==> src/hw/panel_bus_pkg.sv <==
// Purpose: Constants for the 80-series display bus master
// Assumes: 25 MHz system clock, 40 ns period
// Notes:   Times in ns; cycle counts derived and rounded up
package panel_bus_pkg;

    // =====================================================
    // Clock
    localparam int unsigned CLK_PERIOD_NS = 40;

    // =====================================================
    // Bus timing (least times)
    localparam int unsigned STORE_LOW_TIME_NS   = 50;
    localparam int unsigned STORE_HIGH_TIME_NS  = 50;
    localparam int unsigned STORE_CYCLE_TIME_NS = 100;
    localparam int unsigned FETCH_LOW_TIME_NS   = 150;
    localparam int unsigned FETCH_HIGH_TIME_NS  = 150;
    localparam int unsigned FETCH_CYCLE_TIME_NS = 300;

    function automatic int unsigned ns_to_cyc(input int unsigned ns);
        int unsigned c;
        c = (ns + CLK_PERIOD_NS - 1) / CLK_PERIOD_NS;
        return (c < 1) ? 1 : c;
    endfunction

    localparam int unsigned STORE_LOW_CYC   = ns_to_cyc(STORE_LOW_TIME_NS);
    localparam int unsigned STORE_HIGH_CYC  = ns_to_cyc(STORE_HIGH_TIME_NS);
    localparam int unsigned STORE_CYCLE_CYC = ns_to_cyc(STORE_CYCLE_TIME_NS);
    localparam int unsigned FETCH_LOW_CYC   = ns_to_cyc(FETCH_LOW_TIME_NS);
    localparam int unsigned FETCH_HIGH_CYC  = ns_to_cyc(FETCH_HIGH_TIME_NS);
    localparam int unsigned FETCH_CYCLE_CYC = ns_to_cyc(FETCH_CYCLE_TIME_NS);

    // Panel reset pulse and settle after release (chosen values)
    localparam int unsigned PANEL_RST_LOW_TIME_NS    = 10000;
    localparam int unsigned PANEL_RST_SETTLE_TIME_NS = 10000;
    localparam int unsigned PANEL_RST_LOW_CYC    = ns_to_cyc(PANEL_RST_LOW_TIME_NS);
    localparam int unsigned PANEL_RST_SETTLE_CYC = ns_to_cyc(PANEL_RST_SETTLE_TIME_NS);

    // =====================================================
    // Widths and reset values
    localparam int unsigned DATA_W = 16;
    localparam int unsigned CNT_W  = 10;
    localparam logic [DATA_W-1:0] DATA_RST = 16'h0000;
    localparam logic [CNT_W-1:0]  CNT_ZERO = 10'h000;

    // =====================================================
    // Command: bit1 = read, bit0 = register_select level
    typedef enum logic [1:0] {
        CMD_STATUS_READ  = 2'h2,
        CMD_INDEX_WRITE  = 2'h0,
        CMD_MEMORY_READ  = 2'h3,
        CMD_DATA_WRITE   = 2'h1
    } cmd_t;

    typedef enum logic [4:0] {
        ST_PANEL_RST = 5'h01,
        ST_SETTLE    = 5'h02,
        ST_IDLE      = 5'h04,
        ST_STROBE    = 5'h08,
        ST_RECOVER   = 5'h10
    } state_t;

endpackage

==> src/hw/display_parallel_bus_master.sv <==
// Purpose: 80-series 16-bit parallel bus master toward a display controller
// Assumes: Inputs synchronous to sys_clk_i; one request at a time
// Notes:   Data bus split into in/out/enable; wire resolved outside
`timescale 1ns/1ps

// Contract
// RULE1: Select held low for every access
// RULE2: Status read: select0 rs0 rd0 wr1
// RULE3: Index write: select0 rs0 rd1 wr0
// RULE4: Memory read: select0 rs1 rd0 wr1
// RULE5: Data write: select0 rs1 rd1 wr0
// RULE6: All transfers over one 16-bit bus
// RULE7: Register select low index, high data
// RULE8: Write strobe low while word presented
// RULE9: Read strobe low, capture bus word
// RULE10: Write low 50, high 50, cycle 100
// RULE11: Read low 150, high 150, cycle 300
// RULE12: Pulse panel reset low, then release
// RULE13: Boost enable drives DC-DC converter
// RULE14: Release data bus when not writing
// RULE15: Never both strobes low; idle high
module display_parallel_bus_master (
    input  wire logic                                sys_clk_i,
    input  wire logic                                rst_b_i,
    input  wire logic                                req_valid_i,
    input  wire panel_bus_pkg::cmd_t                 req_cmd_i,
    input  wire logic [panel_bus_pkg::DATA_W-1:0]    req_wdata_i,
    input  wire logic                                boost_on_i,
    input  wire logic                                panel_reinit_i,
    output logic                                     req_ready_o,
    output logic                                     rsp_valid_o,
    output logic [panel_bus_pkg::DATA_W-1:0]         rsp_rdata_o,
    output logic                                     init_done_o,
    output logic                                     panel_select_b_o,
    output logic                                     register_select_o,
    output logic                                     fetch_strobe_b_o,
    output logic                                     store_strobe_b_o,
    output logic                                     panel_reset_b_o,
    output logic                                     boost_enable_o,
    input  wire logic [panel_bus_pkg::DATA_W-1:0]    panel_data_bus_i,
    output logic [panel_bus_pkg::DATA_W-1:0]         panel_data_bus_o,
    output logic                                     panel_data_bus_oe_o
);

    // =====================================================
    // Reset release
    logic rst_sync1_ff;
    logic rst_b_ff;

    // Assert at once, release on the clock so no flop sees a runt edge
    always_ff @(posedge sys_clk_i or negedge rst_b_i) begin
        if (!rst_b_i) begin
            rst_sync1_ff <= 1'b0;
            rst_b_ff     <= 1'b0;
        end else begin
            rst_sync1_ff <= 1'b1;
            rst_b_ff     <= rst_sync1_ff;
        end
    end

    // =====================================================
    // Timing helpers
    function automatic logic [panel_bus_pkg::CNT_W-1:0] phase_len(
        input logic is_read, input logic low_phase);
        int unsigned lo;
        int unsigned hi;
        int unsigned tot;
        lo  = is_read ? panel_bus_pkg::FETCH_LOW_CYC  : panel_bus_pkg::STORE_LOW_CYC;
        hi  = is_read ? panel_bus_pkg::FETCH_HIGH_CYC : panel_bus_pkg::STORE_HIGH_CYC;
        tot = is_read ? panel_bus_pkg::FETCH_CYCLE_CYC : panel_bus_pkg::STORE_CYCLE_CYC;
        // Stretch the high phase so low plus high meets the full cycle
        if (lo + hi < tot) begin
            hi = tot - lo;
        end
        return low_phase ? panel_bus_pkg::CNT_W'(lo) : panel_bus_pkg::CNT_W'(hi);
    endfunction

    // Access still framed by select: strobe phase and its recovery
    function automatic logic in_access(input panel_bus_pkg::state_t st);
        return (st == panel_bus_pkg::ST_STROBE) || (st == panel_bus_pkg::ST_RECOVER);
    endfunction

    // In idle the bit of the request being taken, else the held one
    function automatic logic live_bit(
        input panel_bus_pkg::state_t st,
        input logic                  req_bit,
        input logic                  held_bit);
        return (st == panel_bus_pkg::ST_IDLE) ? req_bit : held_bit;
    endfunction

    // =====================================================
    // State
    panel_bus_pkg::state_t              state_ff;
    panel_bus_pkg::state_t              nxt_state;
    logic [panel_bus_pkg::CNT_W-1:0]    cnt_ff;
    logic [panel_bus_pkg::CNT_W-1:0]    nxt_cnt;
    logic                               cnt_done;
    logic                               is_read_ff;
    logic                               rs_ff;
    logic [panel_bus_pkg::DATA_W-1:0]   wdata_ff;
    logic                               take_req;

    // Counter holds the phase length less one; zero ends the phase
    assign cnt_done    = (cnt_ff == panel_bus_pkg::CNT_ZERO);
    assign req_ready_o = (state_ff == panel_bus_pkg::ST_IDLE);
    assign take_req    = req_ready_o && req_valid_i;

    always_comb begin
        nxt_state = state_ff;
        nxt_cnt   = cnt_done ? cnt_ff : cnt_ff - 1'b1;
        unique case (state_ff)
            panel_bus_pkg::ST_PANEL_RST: begin
                if (cnt_done) begin
                    nxt_state = panel_bus_pkg::ST_SETTLE;
                    nxt_cnt   = panel_bus_pkg::CNT_W'(panel_bus_pkg::PANEL_RST_SETTLE_CYC - 1);
                end
            end
            panel_bus_pkg::ST_SETTLE: begin
                if (cnt_done) begin
                    nxt_state = panel_bus_pkg::ST_IDLE;
                end
            end
            panel_bus_pkg::ST_IDLE: begin
                // Reinit wins over a waiting request; ready stays high that cycle, so the request is lost
                if (panel_reinit_i) begin
                    nxt_state = panel_bus_pkg::ST_PANEL_RST; // RULE12
                    nxt_cnt   = panel_bus_pkg::CNT_W'(panel_bus_pkg::PANEL_RST_LOW_CYC - 1);
                end else if (req_valid_i) begin
                    nxt_state = panel_bus_pkg::ST_STROBE;
                    nxt_cnt   = phase_len(req_cmd_i[1], 1'b1) - 1'b1; // RULE10 RULE11
                end
            end
            panel_bus_pkg::ST_STROBE: begin
                if (cnt_done) begin
                    nxt_state = panel_bus_pkg::ST_RECOVER;
                    nxt_cnt   = phase_len(is_read_ff, 1'b0) - 1'b1; // RULE10 RULE11
                end
            end
            panel_bus_pkg::ST_RECOVER: begin
                if (cnt_done) begin
                    nxt_state = panel_bus_pkg::ST_IDLE;
                end
            end
        endcase
    end

    // Reset lands in the panel reset pulse so every power-up reinitialises the panel
    always_ff @(posedge sys_clk_i or negedge rst_b_ff) begin
        if (!rst_b_ff) begin
            state_ff <= panel_bus_pkg::ST_PANEL_RST;
            cnt_ff   <= panel_bus_pkg::CNT_W'(panel_bus_pkg::PANEL_RST_LOW_CYC - 1);
        end else begin
            state_ff <= nxt_state;
            cnt_ff   <= nxt_cnt;
        end
    end

    // =====================================================
    // Request capture
    always_ff @(posedge sys_clk_i or negedge rst_b_ff) begin
        if (!rst_b_ff) begin
            is_read_ff <= 1'b0;
        end else if (take_req && !panel_reinit_i) begin
            is_read_ff <= req_cmd_i[1];
        end
    end

    always_ff @(posedge sys_clk_i or negedge rst_b_ff) begin
        if (!rst_b_ff) begin
            rs_ff <= 1'b0;
        end else if (take_req && !panel_reinit_i) begin
            rs_ff <= req_cmd_i[0]; // RULE7
        end
    end

    // Word kept for the whole access; the input may move after the take
    always_ff @(posedge sys_clk_i or negedge rst_b_ff) begin
        if (!rst_b_ff) begin
            wdata_ff <= panel_bus_pkg::DATA_RST;
        end else if (take_req && !panel_reinit_i) begin
            wdata_ff <= req_wdata_i;
        end
    end

    // =====================================================
    // Pin drive, all registered
    logic strobe_phase;
    logic nxt_strobe;
    logic access_ahead;
    logic live_read;
    assign strobe_phase = (nxt_state == panel_bus_pkg::ST_STROBE);
    assign nxt_strobe   = strobe_phase;
    assign access_ahead = in_access(nxt_state);
    assign live_read    = live_bit(state_ff, req_cmd_i[1], is_read_ff);

    // Select spans strobe and recovery so the cycle stays framed
    always_ff @(posedge sys_clk_i or negedge rst_b_ff) begin
        if (!rst_b_ff) begin
            panel_select_b_o <= 1'b1;
        end else begin
            panel_select_b_o <= !access_ahead; // RULE1
        end
    end

    always_ff @(posedge sys_clk_i or negedge rst_b_ff) begin
        if (!rst_b_ff) begin
            register_select_o <= 1'b0;
        end else begin
            register_select_o <= (state_ff == panel_bus_pkg::ST_IDLE && take_req)
                                 ? req_cmd_i[0] : rs_ff; // RULE7
        end
    end

    // Read flag fixes which strobe may fall: never both
    always_ff @(posedge sys_clk_i or negedge rst_b_ff) begin
        if (!rst_b_ff) begin
            fetch_strobe_b_o <= 1'b1;
        end else begin
            fetch_strobe_b_o <= !(nxt_strobe && live_read); // RULE2 RULE4 RULE9 RULE15
        end
    end

    always_ff @(posedge sys_clk_i or negedge rst_b_ff) begin
        if (!rst_b_ff) begin
            store_strobe_b_o <= 1'b1;
        end else begin
            store_strobe_b_o <= !(nxt_strobe && !live_read); // RULE3 RULE5 RULE8 RULE15
        end
    end

    // Data held through recovery for hold time on the rising strobe
    always_ff @(posedge sys_clk_i or negedge rst_b_ff) begin
        if (!rst_b_ff) begin
            panel_data_bus_o <= panel_bus_pkg::DATA_RST;
        end else begin
            panel_data_bus_o <= (state_ff == panel_bus_pkg::ST_IDLE) ? req_wdata_i
                                : wdata_ff; // RULE6 RULE8
        end
    end

    // Drivers off on reads and between accesses, so the panel never fights us
    always_ff @(posedge sys_clk_i or negedge rst_b_ff) begin
        if (!rst_b_ff) begin
            panel_data_bus_oe_o <= 1'b0;
        end else begin
            panel_data_bus_oe_o <= access_ahead && !live_read; // RULE14
        end
    end

    // =====================================================
    // Read capture at the end of the low phase
    logic fetch_last;
    assign fetch_last = (state_ff == panel_bus_pkg::ST_STROBE) && cnt_done && is_read_ff;

    always_ff @(posedge sys_clk_i or negedge rst_b_ff) begin
        if (!rst_b_ff) begin
            rsp_valid_o <= 1'b0;
        end else begin
            rsp_valid_o <= fetch_last;
        end
    end

    // Sampled on the last low clock, after the panel had the full low time
    always_ff @(posedge sys_clk_i or negedge rst_b_ff) begin
        if (!rst_b_ff) begin
            rsp_rdata_o <= panel_bus_pkg::DATA_RST;
        end else if (fetch_last) begin
            rsp_rdata_o <= panel_data_bus_i; // RULE9 RULE6
        end
    end

    // =====================================================
    // Panel reset and converter enable
    always_ff @(posedge sys_clk_i or negedge rst_b_ff) begin
        if (!rst_b_ff) begin
            panel_reset_b_o <= 1'b0;
        end else begin
            panel_reset_b_o <= (nxt_state != panel_bus_pkg::ST_PANEL_RST); // RULE12
        end
    end

    // Converter follows its input only; no sequencing against the panel reset
    always_ff @(posedge sys_clk_i or negedge rst_b_ff) begin
        if (!rst_b_ff) begin
            boost_enable_o <= 1'b0;
        end else begin
            boost_enable_o <= boost_on_i; // RULE13
        end
    end

    always_ff @(posedge sys_clk_i or negedge rst_b_ff) begin
        if (!rst_b_ff) begin
            init_done_o <= 1'b0;
        end else begin
            init_done_o <= (nxt_state != panel_bus_pkg::ST_PANEL_RST) &&
                           (nxt_state != panel_bus_pkg::ST_SETTLE);
        end
    end

endmodule

==> config.mk <==
export PLATFORM = sky130hd
export DESIGN_NAME = display_parallel_bus_master
export DESIGN_NICKNAME = d
export VERILOG_FILES = /design/src/hw/panel_bus_pkg.sv /design/src/hw/display_parallel_bus_master.sv
export SDC_FILE = /design/constraint.sdc
export NUM_CORES = 1
export LEC_CHECK = 0
export BUFFER_PORTS_ARGS = -buffer_cell sky130_fd_sc_hd__buf_2
export CAP_MARGIN = 15
export CORE_UTILIZATION = 56
export DETAILED_ROUTE_END_ITERATION = 12
export PLACE_DENSITY = 0.84
export SETUP_SLACK_MARGIN = 0.5
export SKIP_CTS_REPAIR_TIMING = 1
export SYNTH_ARGS = -nofsm -noshare
export SYNTH_HDL_FRONTEND = slang
export SYNTH_SLANG_ARGS = --single-unit
export TNS_END_PERCENT = 20
==> constraint.sdc <==
create_clock -name sys_clk_i -period 6 [get_ports sys_clk_i]
set_clock_uncertainty 0.2 [all_clocks]
set_input_delay 0.6 -clock sys_clk_i [delete_from_list [all_inputs] [get_ports sys_clk_i]]
set_output_delay 0.6 -clock sys_clk_i [all_outputs]
set_load 0.02 [all_outputs]
After elaboration in Yosys (flattened, before gate mapping). Index checks and enable logic that the tools add are counted.

Flip-flop bits (word level): 76. Input port bits: 39. Output and inout bits: 42. Logic and storage cells: 71.

Add/subtract/negate cells: 5. Magnitude comparators: 1. Eq/ne operators: 9. Muxes and demuxes: 21. Reductions and logical operators: 17.

Operators with widths (number): 10-bit 2-to-1 mux (8); 10-bit one-hot mux with 3 select lines (1); 5-bit 2-to-1 mux (5); 5-bit one-hot mux with 4 select lines (1); 10-bit by 1-bit subtractor with 10-bit output, second input constant (2); 16-bit 2-to-1 mux (1); 5-bit by 4-bit equality test with 1-bit output, second input constant (2); 5-bit equality test, second input constant (2); 10-bit zero test (1); 1-bit logical AND (9); 3-bit 2-to-1 mux (2); 5-bit by 1-bit equality test with 1-bit output, second input constant (1); 5-bit by 2-bit equality test with 1-bit output, second input constant (1); 5-bit by 3-bit equality test with 1-bit output, second input constant (1); 1-bit zero test (5); 5-bit by 1-bit inequality test with 1-bit output, second input constant (1); 5-bit by 2-bit inequality test with 1-bit output, second input constant (1); 4-bit by 3-bit subtractor with 5-bit output (1); 3-bit by 3-bit adder with 4-bit output (1); 4-bit < comparator (1); 4-bit 2-to-1 mux (1); 3-bit by 1-bit subtractor with 4-bit output, second input constant (1); 1-bit 2-to-1 mux (2); 2-bit OR reduction (1); 1-bit logical OR (1).

Logic depth before layout (Yosys ltp). Gate-level depths: netlist of the first run.

Word-level depth: 9. Depth in mapped cells: 9.

Least setup slack after synthesis of the first run. OpenSTA, ideal clock, no wires.

Path kind: reg2out. Start: reg state_ff[1]. End: out req_ready_o. Arrival time: 1.501 ns. Data required time: 5.200 ns. Setup slack: 3.699 ns. Cell stages (with the launch flop): 6. Cells stage by stage: dfrtp_1 or2_1 or3_4 inv_2 buf_4 buf_4.

Cells in the longest elaborated chain, start to end: 1.

RTL lines: from (decl) (line display_parallel_bus_master.sv:93) `panel_bus_pkg::state_t state_ff;`; from (signal assigned) (line display_parallel_bus_master.sv:150) `state_ff <= panel_bus_pkg::ST_PANEL_RST;`; from (signal assigned) (line display_parallel_bus_master.sv:153) `state_ff <= nxt_state;`; 5-bit by 3-bit equality test with 1-bit output (line display_parallel_bus_master.sv:105) `assign req_ready_o = (state_ff == panel_bus_pkg::ST_IDLE);`; to (decl) (line display_parallel_bus_master.sv:30) `output logic req_ready_o,`.

Every way passes these cells.

Worst setup path in the final report of the first run. Same ends and word-level chain as after synthesis.

==> results of run 1 <==
[worst register-to-register path: stages (launching register included)]
cell	delay (ns)
dfrtp_1	0.40
inv_1	0.08
ha_1	0.14
nor4b_4	0.27
and3_1	0.51
and3_1	0.73
mux2_2	0.42
[power groups by stage]
| stage | Clock (mW) | Sequential [mW] | Combinational (mW) |
|---|---|---|---|
| after floorplan | 0 | 0.927 | 0.366 |
| after global placement | 0 | 0.824 | 0.628 |
| after detailed placement | 0 | 0.834 | 0.653 |
| after CTS | 0.431 | 0.829 | 0.657 |
| after global routing | 0.451 | 0.858 | 0.715 |
| final | 0.422 | 0.830 | 0.655 |
[cell usage in the layout, fill, tap and decap left out, drive strengths merged, types with 7 or more instances in the layout]
cell    count
mux2       54
nor2       11
buf        81
clkbuf     11
o21ai       7
inv         7
dfrtp      66
a21oi       9
dfstp      10
nand2       7
[final cells by class]
class / count / area [µm²]
Inverter: 6 / 22.5
Fill cell: 400 / 1640
Clock inverter: 5 / 85.1
Tap cell: 72 / 90.1
Multi-Input combinational cell: 141 / 1170
Clock buffer: 11 / 131
Timing Repair Buffer: 82 / 418
Sequential cell: 76 / 1920
[logic make-up after synthesis]
logic type	after synthesis
AO/OA/AOI/OAI	31
XOR/XNOR	3
adder cells (fa/ha/maj)	3
buffers and inverters	14
flip-flops	76
multiplexers	54
other	1
AND/OR/NAND/NOR	49
[cells in the mapped netlist, types with 2 or more instances]
library cell,n,share of area
inv_1,4,0.0047
a21o_1,3,0.0071
or4_1,2,0.0047
nand2b_1,5,0.0099
a21oi_1,9,0.014
inv_2,2,0.0024
nand2_1,7,0.0083
ha_1,3,0.012
and3_1,3,0.0059
nand3_1,2,0.0032
mux2_2,37,0.13
a211oi_1,2,0.0047
buf_4,6,0.014
nor3_1,3,0.0047
o21ai_0,7,0.011
a311oi_1,2,0.0055
dfrtp_1,66,0.52
mux2_1,17,0.060
xnor2_1,2,0.0055
nor4_1,3,0.0059
dfstp_2,10,0.083
nor2_1,11,0.013
or3_1,5,0.0099
[stage by stage]
step	total power [mW]	hold WS [ns]	instances	cell area (µm²)	setup WS, ns
after floorplan	1.29	0.104	231	3170	3.54
after global placement	1.45	0.140	376	3610	3.24
after detailed placement	1.49	0.146	376	3610	3.15
after CTS	1.92	-0.186	392	3830	3.06
after global routing	2.02	0.146	393	3840	2.96
final	1.91	0.157	393	3840	3.07
[sequential cells by signal, summed over array words and instances, names as in the netlist, 5 cells and up]
| register | cells |
|---|---|
| state_ff | 5 |
| panel_data_bus_o | 16 |
| rsp_rdata_o | 16 |
| cnt_ff | 10 |
| wdata_ff | 16 |
[routing by layer]
layer / vias up / track usage
li1: 1000 / -
met1: 1028 / 0.258
met2: 76 / 0.374
met3: 13 / 0.0702
met4: 0 / 0.0811
met5: - / 0
[worst max path at each step]
stage	startpoint	slack, ns	cells after the start	end
floorplan	rst_b_ff	3.54	0	boost_enable_o
finish	state_ff[1]	3.07	4	req_ready_o
global route	cnt_ff[1]	2.96	6	rsp_rdata_o[5]
CTS	state_ff[1]	3.06	4	req_ready_o
global placement	state_ff[1]	3.24	4	wdata_ff[8]
detailed placement	cnt_ff[1]	3.15	6	rsp_rdata_o[12]
==> flow_summary.yaml, run 1 <==
run_status:
  status: "completed"
worst_hold_path:
  min_from: "boost_on_i"
  holdPathEnd: "boost_enable_o"
  hold_depth: 1
  hold_class: "input port to register"
cells_and_area:
  nets: 358
  area_growth_pct: 21.0
  n_antenna_cell: 0
  final_core_util: 0.701
  drive_gt1_frac: 0.464
global_route:
  grt-ovfl-total: 0
  grt_usage: 0.219
  grt_pass1_wl_um: 10000
  antenna_found_initial: 0
  grt_pass1_vias: 2207
  grt_max_degree: 75
routing:
  wl_met2_um: 2980
  drt-met1-wl_um: 2490
  num_vias: 2117
  drtIter0Drc: 109
  drc: 0
  dr.max_layer_used: "met4"
  avgRoutedWirePerCell_um: 15.1
  route.met3.wl_um: 359
  viasPerCell: 5.39
  drt-total-wl_um: 5940
  ant_nets: 0
  firstDrtPassIters: 4
setup_path:
  r2r_end: "rsp_rdata_o[12]"
  endpoint_kind: "primary output"
  arrival_ns: 2.13
  crit_type: "register to primary output"
  cp_max_fo: 23
  r2r_start: "cnt_ff[1]"
  rr_worst_depth: 6
  path_delay_family: "simple AND/OR/NAND/NOR gates"
  r2r_slack_ns: 3.15
  critPathLaunchType: "register"
  slowest_delay_ns: 0.44
  required_ns: 5.20
  cp_num_buf_inv: 2
  path_cells: "or2_1 > or3_4 > inv_2 > buf_2"
  critPathSlowestCell: "dfrtp_1"
clocking:
  clock_latency_ns: 0.34
  cts_buffers: 9
  cts.sink_count: 76
  cts-root-buf: "clkbuf_8"
  clk_path_buf_depth: 2
  cts.reportedPaths.clkPinSlew_ns: 0.08
  cts_max_level: 3
  cts_tree: "yes"
power_and_ir_drop:
  powerDensity_nw_per_um2: 497
  swShare: 0.344
  power.switching_mw: 0.657
  peakVddDrop_v: 0.000293
  clkPwrFrac: 0.221
  p_seq_frac: 0.435
  internal_power_mw: 1.25
  leakage_nw: 1.94
  comb_power_share: 0.343
die:
  rows: 27
  dieArea_um2: 5970
  die-width_um: 77.3
  ioPinCount: 81
  start_util: 0.580
  core_um2: 5470
  die_height_um: 77.3
sta:
  hold_viol_final: 0
  fin_setup_tns_ns: 0
  max_slew_margin: 0.288
  max_freq_mhz: 342
  min_period_over_period: 0.488
  finalSetupViolCount: 0
  tightest_slew_ns: 1.07
  period_minus_slack_ns: 2.93
  rsz0062_at_grt: "no"
  report.final.slew_viol_count: 0
flow_run:
  cap_violations: 0
logic_synthesis:
  postSynthAreaPerCell_um2: 13.7
  synth_flop_cell: "dfrtp_1"
  yosys.area_share.simple: 0.0947
  synth_adder_area_share: 0.0118
  syn_area_um2: 3170
  synth-edff-count: 0
  synth-compound-area-share: 0.0627
  ys_warn_count: 0
  synth.ff_latch_count: 76
  synth_nets: 273
  synthArstFlopShare: 1.00
  synth_cells: 231
  ys_seq_area_frac: 0.604
  synth_mux_area_frac: 0.192
  synth_top_family_by_area: "multiplexers"
  synth-xor-area-share: 0.00828
  synth_cell_types: 43
placed_design:
  io_buffer_count: 80
  gp_congestion: 0.855
  hpwl_um: 3980
No activity file was read; power rests on OpenSTA's default activity.
==> inputs of run 2 (changes only) <==
--- a/config.mk
+++ b/config.mk
@@ -7,9 +7,9 @@
 export LEC_CHECK = 0
 export BUFFER_PORTS_ARGS = -buffer_cell sky130_fd_sc_hd__buf_2
 export CAP_MARGIN = 15
-export CORE_UTILIZATION = 56
+export CORE_UTILIZATION = 52
 export DETAILED_ROUTE_END_ITERATION = 12
-export PLACE_DENSITY = 0.84
+export PLACE_DENSITY = 0.79
 export SETUP_SLACK_MARGIN = 0.5
 export SKIP_CTS_REPAIR_TIMING = 1
 export SYNTH_ARGS = -nofsm -noshare
==> constraint.sdc (replaced) <==
create_clock -name sys_clk_i -period 2.8 [get_ports sys_clk_i]
set_clock_uncertainty 0.2 [all_clocks]
set_input_delay 0.28 -clock sys_clk_i [delete_from_list [all_inputs] [get_ports sys_clk_i]]
set_output_delay 0.28 -clock sys_clk_i [all_outputs]
set_load 0.02 [all_outputs]
==> run 2 against run 1 <==
Effect of this change: core utilization rose by 3.7 points; global-route usage fell by 2.0 points; register-to-register slack got worse by 2.6 ns; die area rose by 7.5%; flip-flop and latch count did not move; critical path depth rose by 1; via count rose by 11%; first-iteration DRC count rose by 52%; worst hold slack got worse by 0.12 ns; cell area rose by 13%; cell count rose by 13%.
==> flow_summary.yaml, run 2 (synthesized netlist as in run 1, its figures left out) <==
flow_run:
  cap_violations: 0
setup_path:
  arrival_ns: 1.80
  required_ns: 2.32
  r2r_start: "cnt_ff[0]"
  crit_type: "register to primary output"
  setup.worst_path.end: "req_ready_o"
  slowest_delay_ns: 0.44
  critPathLaunchType: "register"
  rr_worst_depth: 8
  crit_start: "state_ff[4]"
  r2r_end: "cnt_ff[5]"
  path_cells: "or2_4 > or3_4 > inv_6 > buf_12 > buf_4"
  r2r_slack_ns: 0.56
  cp_max_fo: 7
  endpoint_kind: "primary output"
  cp_num_buf_inv: 3
  path_delay_family: "simple AND/OR/NAND/NOR gates"
  worst-path-stages: 5
  critPathSlowestCell: "dfrtp_2"
clocking:
  cts_max_level: 3
  cts_tree: "yes"
  cts_buffers: 9
  cts.sink_count: 76
  clk_path_buf_depth: 2
  clock_latency_ns: 0.35
  cts.reportedPaths.clkPinSlew_ns: 0.08
  cts-root-buf: "clkbuf_8"
global_route:
  grt_pass1_vias: 2100
  antenna_found_initial: 0
  globalRoute.busiestLayer: "met2"
  grt_pass1_wl_um: 9570
  grt-ovfl-total: 0
  global_route.usage.met1: 0.252
  met2_usage: 0.315
  grt_max_degree: 43
  grt_usage: 0.200
  grtUsageMet3: 0.0602
routing:
  firstDrtPassIters: 4
  drtIter0Drc: 166
  ant_nets: 0
  drt-total-wl_um: 6650
  num_vias: 2345
  viasPerCell: 5.26
  drc: 0
  avgRoutedWirePerCell_um: 14.9
sta:
  period_minus_slack_ns: 2.28
  hold_viol_final: 0
  max_freq_mhz: 439
  max_slew_margin: 0.529
  report.final.slew_viol_count: 0
  min_period_over_period: 0.814
  finalSetupViolCount: 0
  rsz0062_at_grt: "yes"
  fin_setup_tns_ns: 0
  setup_ws_ns: 0.521
  tightest_slew_ns: 0.707
die:
  rows: 28
  dieArea_um2: 6420
  die-width_um: 80.1
  core_um2: 5890
  start_util: 0.539
  die_height_um: 80.1
  ioPinCount: 81
placed_design:
  hpwl_um: 4080
  io_buffer_count: 80
  dpl-instance-area_um2: 3660
  gp_congestion: 0.838
  dp_slack_ns: 0.236
cells_and_area:
  layout_common_cells: "buf_2 (79), dfrtp_1 (63), mux2_2 (37)"
  design_area_um2: 4340
  n_antenna_cell: 0
  area_growth_pct: 36.9
  final_common_cell: "buf_2"
  nets: 408
  reg_top3: "panel_data_bus_o x16, rsp_rdata_o x16, wdata_ff x16"
  drive_gt1_frac: 0.472
power_and_ir_drop:
  powerDensity_nw_per_um2: 938
  peakVddDrop_v: 0.000639
  leakage_nw: 2.15
run_status:
  status: "completed"
worst_hold_path:
  hold_class: "input port to async pin"
[run 2: cell types whose count changed in the layout (fill, tap and decap cells not counted), sizes merged]
cell	previous run	this run
clkinv	1	4
buf	81	95
clkbuf	11	10
dlygate4sd3	1	36
and3	3	4
bufinv	2	0
[run 2: worst min path at each step]
stage	cells after the start	end	slack (ns)	start
after detailed placement	1	rst_sync1_ff	-0.13	rst_b_i
after floorplan	0	rst_b_ff	-0.22	rst_b_i
after global placement	1	rst_sync1_ff	-0.13	rst_b_i
after global routing	2	rst_sync1_ff	0.03	rst_b_i
final	2	rst_b_ff	0.03	rst_b_i
after CTS	1	rst_b_ff	-0.51	rst_b_i
[run 2: where the power goes]
part           internal, mW  switching, mW
sequential             1.54          0.253
clock                 0.321          0.400
combinational         0.746          0.810
[run 2: metrics by stage]
step	power [mW]	hold WS, ns	std cells	utilization
2_1_floorplan	2.77	-0.216	231	-
3_3_place_gp	3.12	-0.135	384	0.623
3_5_place_dp	3.18	-0.130	384	0.623
6_report	4.08	0.0348	446	0.738
5_1_grt	4.33	0.0333	446	0.738
4_1_cts	3.91	-0.515	400	0.651
[run 2: metal layers]
| layer | wire [µm] | up-vias |
|---|---|---|
| li1 | - | 1102 |
| met5 | 0 | - |
| met4 | 112 | 0 |
| met3 | 396 | 12 |
| met1 | 2750 | 1149 |
| met2 | 3400 | 82 |
[run 2: cell type report]
type / instances / area, µm²
Clock inverter: 6 / 40.0
Tap cell: 75 / 93.8
Multi-Input combinational cell: 142 / 1230
Timing Repair Buffer: 131 / 908
Fill cell: 396 / 1540
Sequential cell: 76 / 1920
Inverter: 6 / 27.5
Clock buffer: 10 / 128
[run 2: worst reg2reg max path, cell delays in order (launching register included)]
cell      delay, ns
dfstp_2        0.54
inv_1          0.06
ha_1           0.19
nor4b_4        0.13
and3_4         0.18
buf_4          0.15
nor4_1         0.31
nor3b_1        0.09
a311oi_1       0.30
==> inputs of run 3 (changes only) <==
--- a/config.mk
+++ b/config.mk
@@ -7,9 +7,9 @@
 export LEC_CHECK = 0
 export BUFFER_PORTS_ARGS = -buffer_cell sky130_fd_sc_hd__buf_2
 export CAP_MARGIN = 15
-export CORE_UTILIZATION = 52
+export CORE_UTILIZATION = 47
 export DETAILED_ROUTE_END_ITERATION = 12
-export PLACE_DENSITY = 0.79
+export PLACE_DENSITY = 0.75
 export SETUP_SLACK_MARGIN = 0.5
 export SKIP_CTS_REPAIR_TIMING = 1
 export SYNTH_ARGS = -nofsm -noshare
==> constraint.sdc (replaced) <==
create_clock -name sys_clk_i -period 2.09 [get_ports sys_clk_i]
set_clock_uncertainty 0.2 [all_clocks]
set_input_delay 0.209 -clock sys_clk_i [delete_from_list [all_inputs] [get_ports sys_clk_i]]
set_output_delay 0.209 -clock sys_clk_i [all_outputs]
set_load 0.02 [all_outputs]
==> run 3 against run 2 <==
Effect of this change: the run now ends with design-rule violations, negative setup slack left; wire length up 33%; combinational power up 91%; worst setup slack got worse by 0.74 ns; power up 59%; worst hold slack improved by 0.0042 ns.
==> flow_summary.yaml, run 3 (synthesized netlist as in run 1, its figures left out) <==
cells_and_area:
  nets: 446
  area_growth_pct: 56.3
  design_area_um2: 4960
  reg_top3: "panel_data_bus_o x16, rsp_rdata_o x16, wdata_ff x16"
  drive_gt1_frac: 0.565
  final_common_cell: "buf_2"
  layout_common_cells: "buf_2 (79), dfrtp_1 (65), buf_4 (43)"
  n_antenna_cell: 0
power_and_ir_drop:
  leakage_nw: 2.44
  peakVddDrop_v: 0.000770
  powerDensity_nw_per_um2: 1310
die:
  start_util: 0.494
  die-width_um: 84.2
  ioPinCount: 81
  core_um2: 6420
  rows: 29
  die_height_um: 84.2
  dieArea_um2: 7080
placed_design:
  io_buffer_count: 80
  dp_slack_ns: -0.190
  hpwl_um: 4730
  gp_congestion: 0.880
  dpl-instance-area_um2: 3940
setup_path:
  required_ns: 2.15
  critPathLaunchType: "register"
  rr_worst_depth: 6
  crit_start: "state_ff[1]"
  endpoint_kind: "register"
  r2r_start: "state_ff[1]"
  cp_max_fo: 3
  arrival_ns: 2.37
  crit_type: "register to register"
  r2r_end: "cnt_ff[7]"
  r2r_slack_ns: -0.22
clocking:
  clk_path_buf_depth: 2
  cts-root-buf: "clkbuf_8"
  cts_tree: "yes"
  cts.sink_count: 76
  clock_latency_ns: 0.35
  cts_buffers: 9
  cts_max_level: 3
  cts.reportedPaths.clkPinSlew_ns: 0.07
worst_hold_path:
  holdPathEnd: "cnt_ff[3]"
  min_from: "panel_reinit_i"
  hold_class: "input port to register"
  hold_depth: 3
routing:
  viasPerCell: 5.40
  drc: 9
  drt-total-wl_um: 8860
  num_vias: 2622
  ant_nets: 0
  firstDrtPassIters: 8
  avgRoutedWirePerCell_um: 18.2
  drtIter0Drc: 200
global_route:
  grt_pass1_wl_um: 11000
  grt-ovfl-total: 0
  grt_max_degree: 35
  grt_usage: 0.201
  grt_pass1_vias: 2402
  antenna_found_initial: 0
sta:
  finalSetupViolCount: 50
  max_slew_margin: 0.633
  hold_viol_final: 0
  setup_ws_ns: -0.217
  min_period_over_period: 1.10
  tightest_slew_ns: 0.550
  period_minus_slack_ns: 2.31
  report.final.slew_viol_count: 0
  fin_setup_tns_ns: -3.76
  max_freq_mhz: 434
  rsz0062_at_grt: "yes"
run_status:
  violations: "design-rule violations, negative setup slack"
  status: "finished with violations"
flow_run:
  cap_violations: 0
[run 3: cell types whose count changed in the layout (fill, tap and decap cells not counted), moves of 6 or more]
cell	delta
buf_4	+31
mux2_1	-10
mux2_2	-26
mux2_4	+36
o21ai_0	-6
[run 3: through the flow]
step                 util  total power [mW]  hold slack [ns]  std cells
floorplan               -              3.71           -0.287        231
global placement    0.613              4.56           -0.206        417
detailed placement  0.613              4.66           -0.204        417
CTS                 0.644              5.80           -0.578        433
global route        0.772              6.80           0.0498        486
finish              0.772              6.49           0.0390        486
[run 3: worst max-delay path by stage]
stage,endpoint
2_1_floorplan,init_done_o
3_3_place_gp,cnt_ff[3]
3_5_place_dp,cnt_ff[5]
4_1_cts,req_ready_o
5_1_grt,cnt_ff[7]
6_report,cnt_ff[7]
[run 3: per-layer routing]
layer / vias to the layer above / part of all wire / GRT usage / wire [µm]
li1: 1177 / - / - / -
met1: 1304 / 0.38 / 0.234 / 3320
met2: 106 / 0.54 / 0.360 / 4810
met3: 35 / 0.049 / 0.0600 / 436
met4: 0 / 0.033 / 0.0564 / 296
met5: - / 0 / 0 / 0
[run 3: cell type report]
class	count	area [µm²]
fillers	361	1470
inverters	6	32.5
clock inverters	4	51.3
clock buffers	12	145
multi-input cells	141	1430
repair buffers	170	1290
well taps	77	96.3
flip-flops and latches	76	1920
[run 3: report_power, final]
part           internal [mW]  switching [mW]
registers               2.07           0.321
clock network          0.586           0.543
logic                   1.51            1.47
[run 3: worst max-delay path, cell delays in order (launching register included)]
cell	delay [ns]
dfrtp_1	0.42
or2_1	0.26
or3_4	0.40
buf_4	0.17
a222oi_1	0.46
and2_1	0.25
a21oi_1	0.06
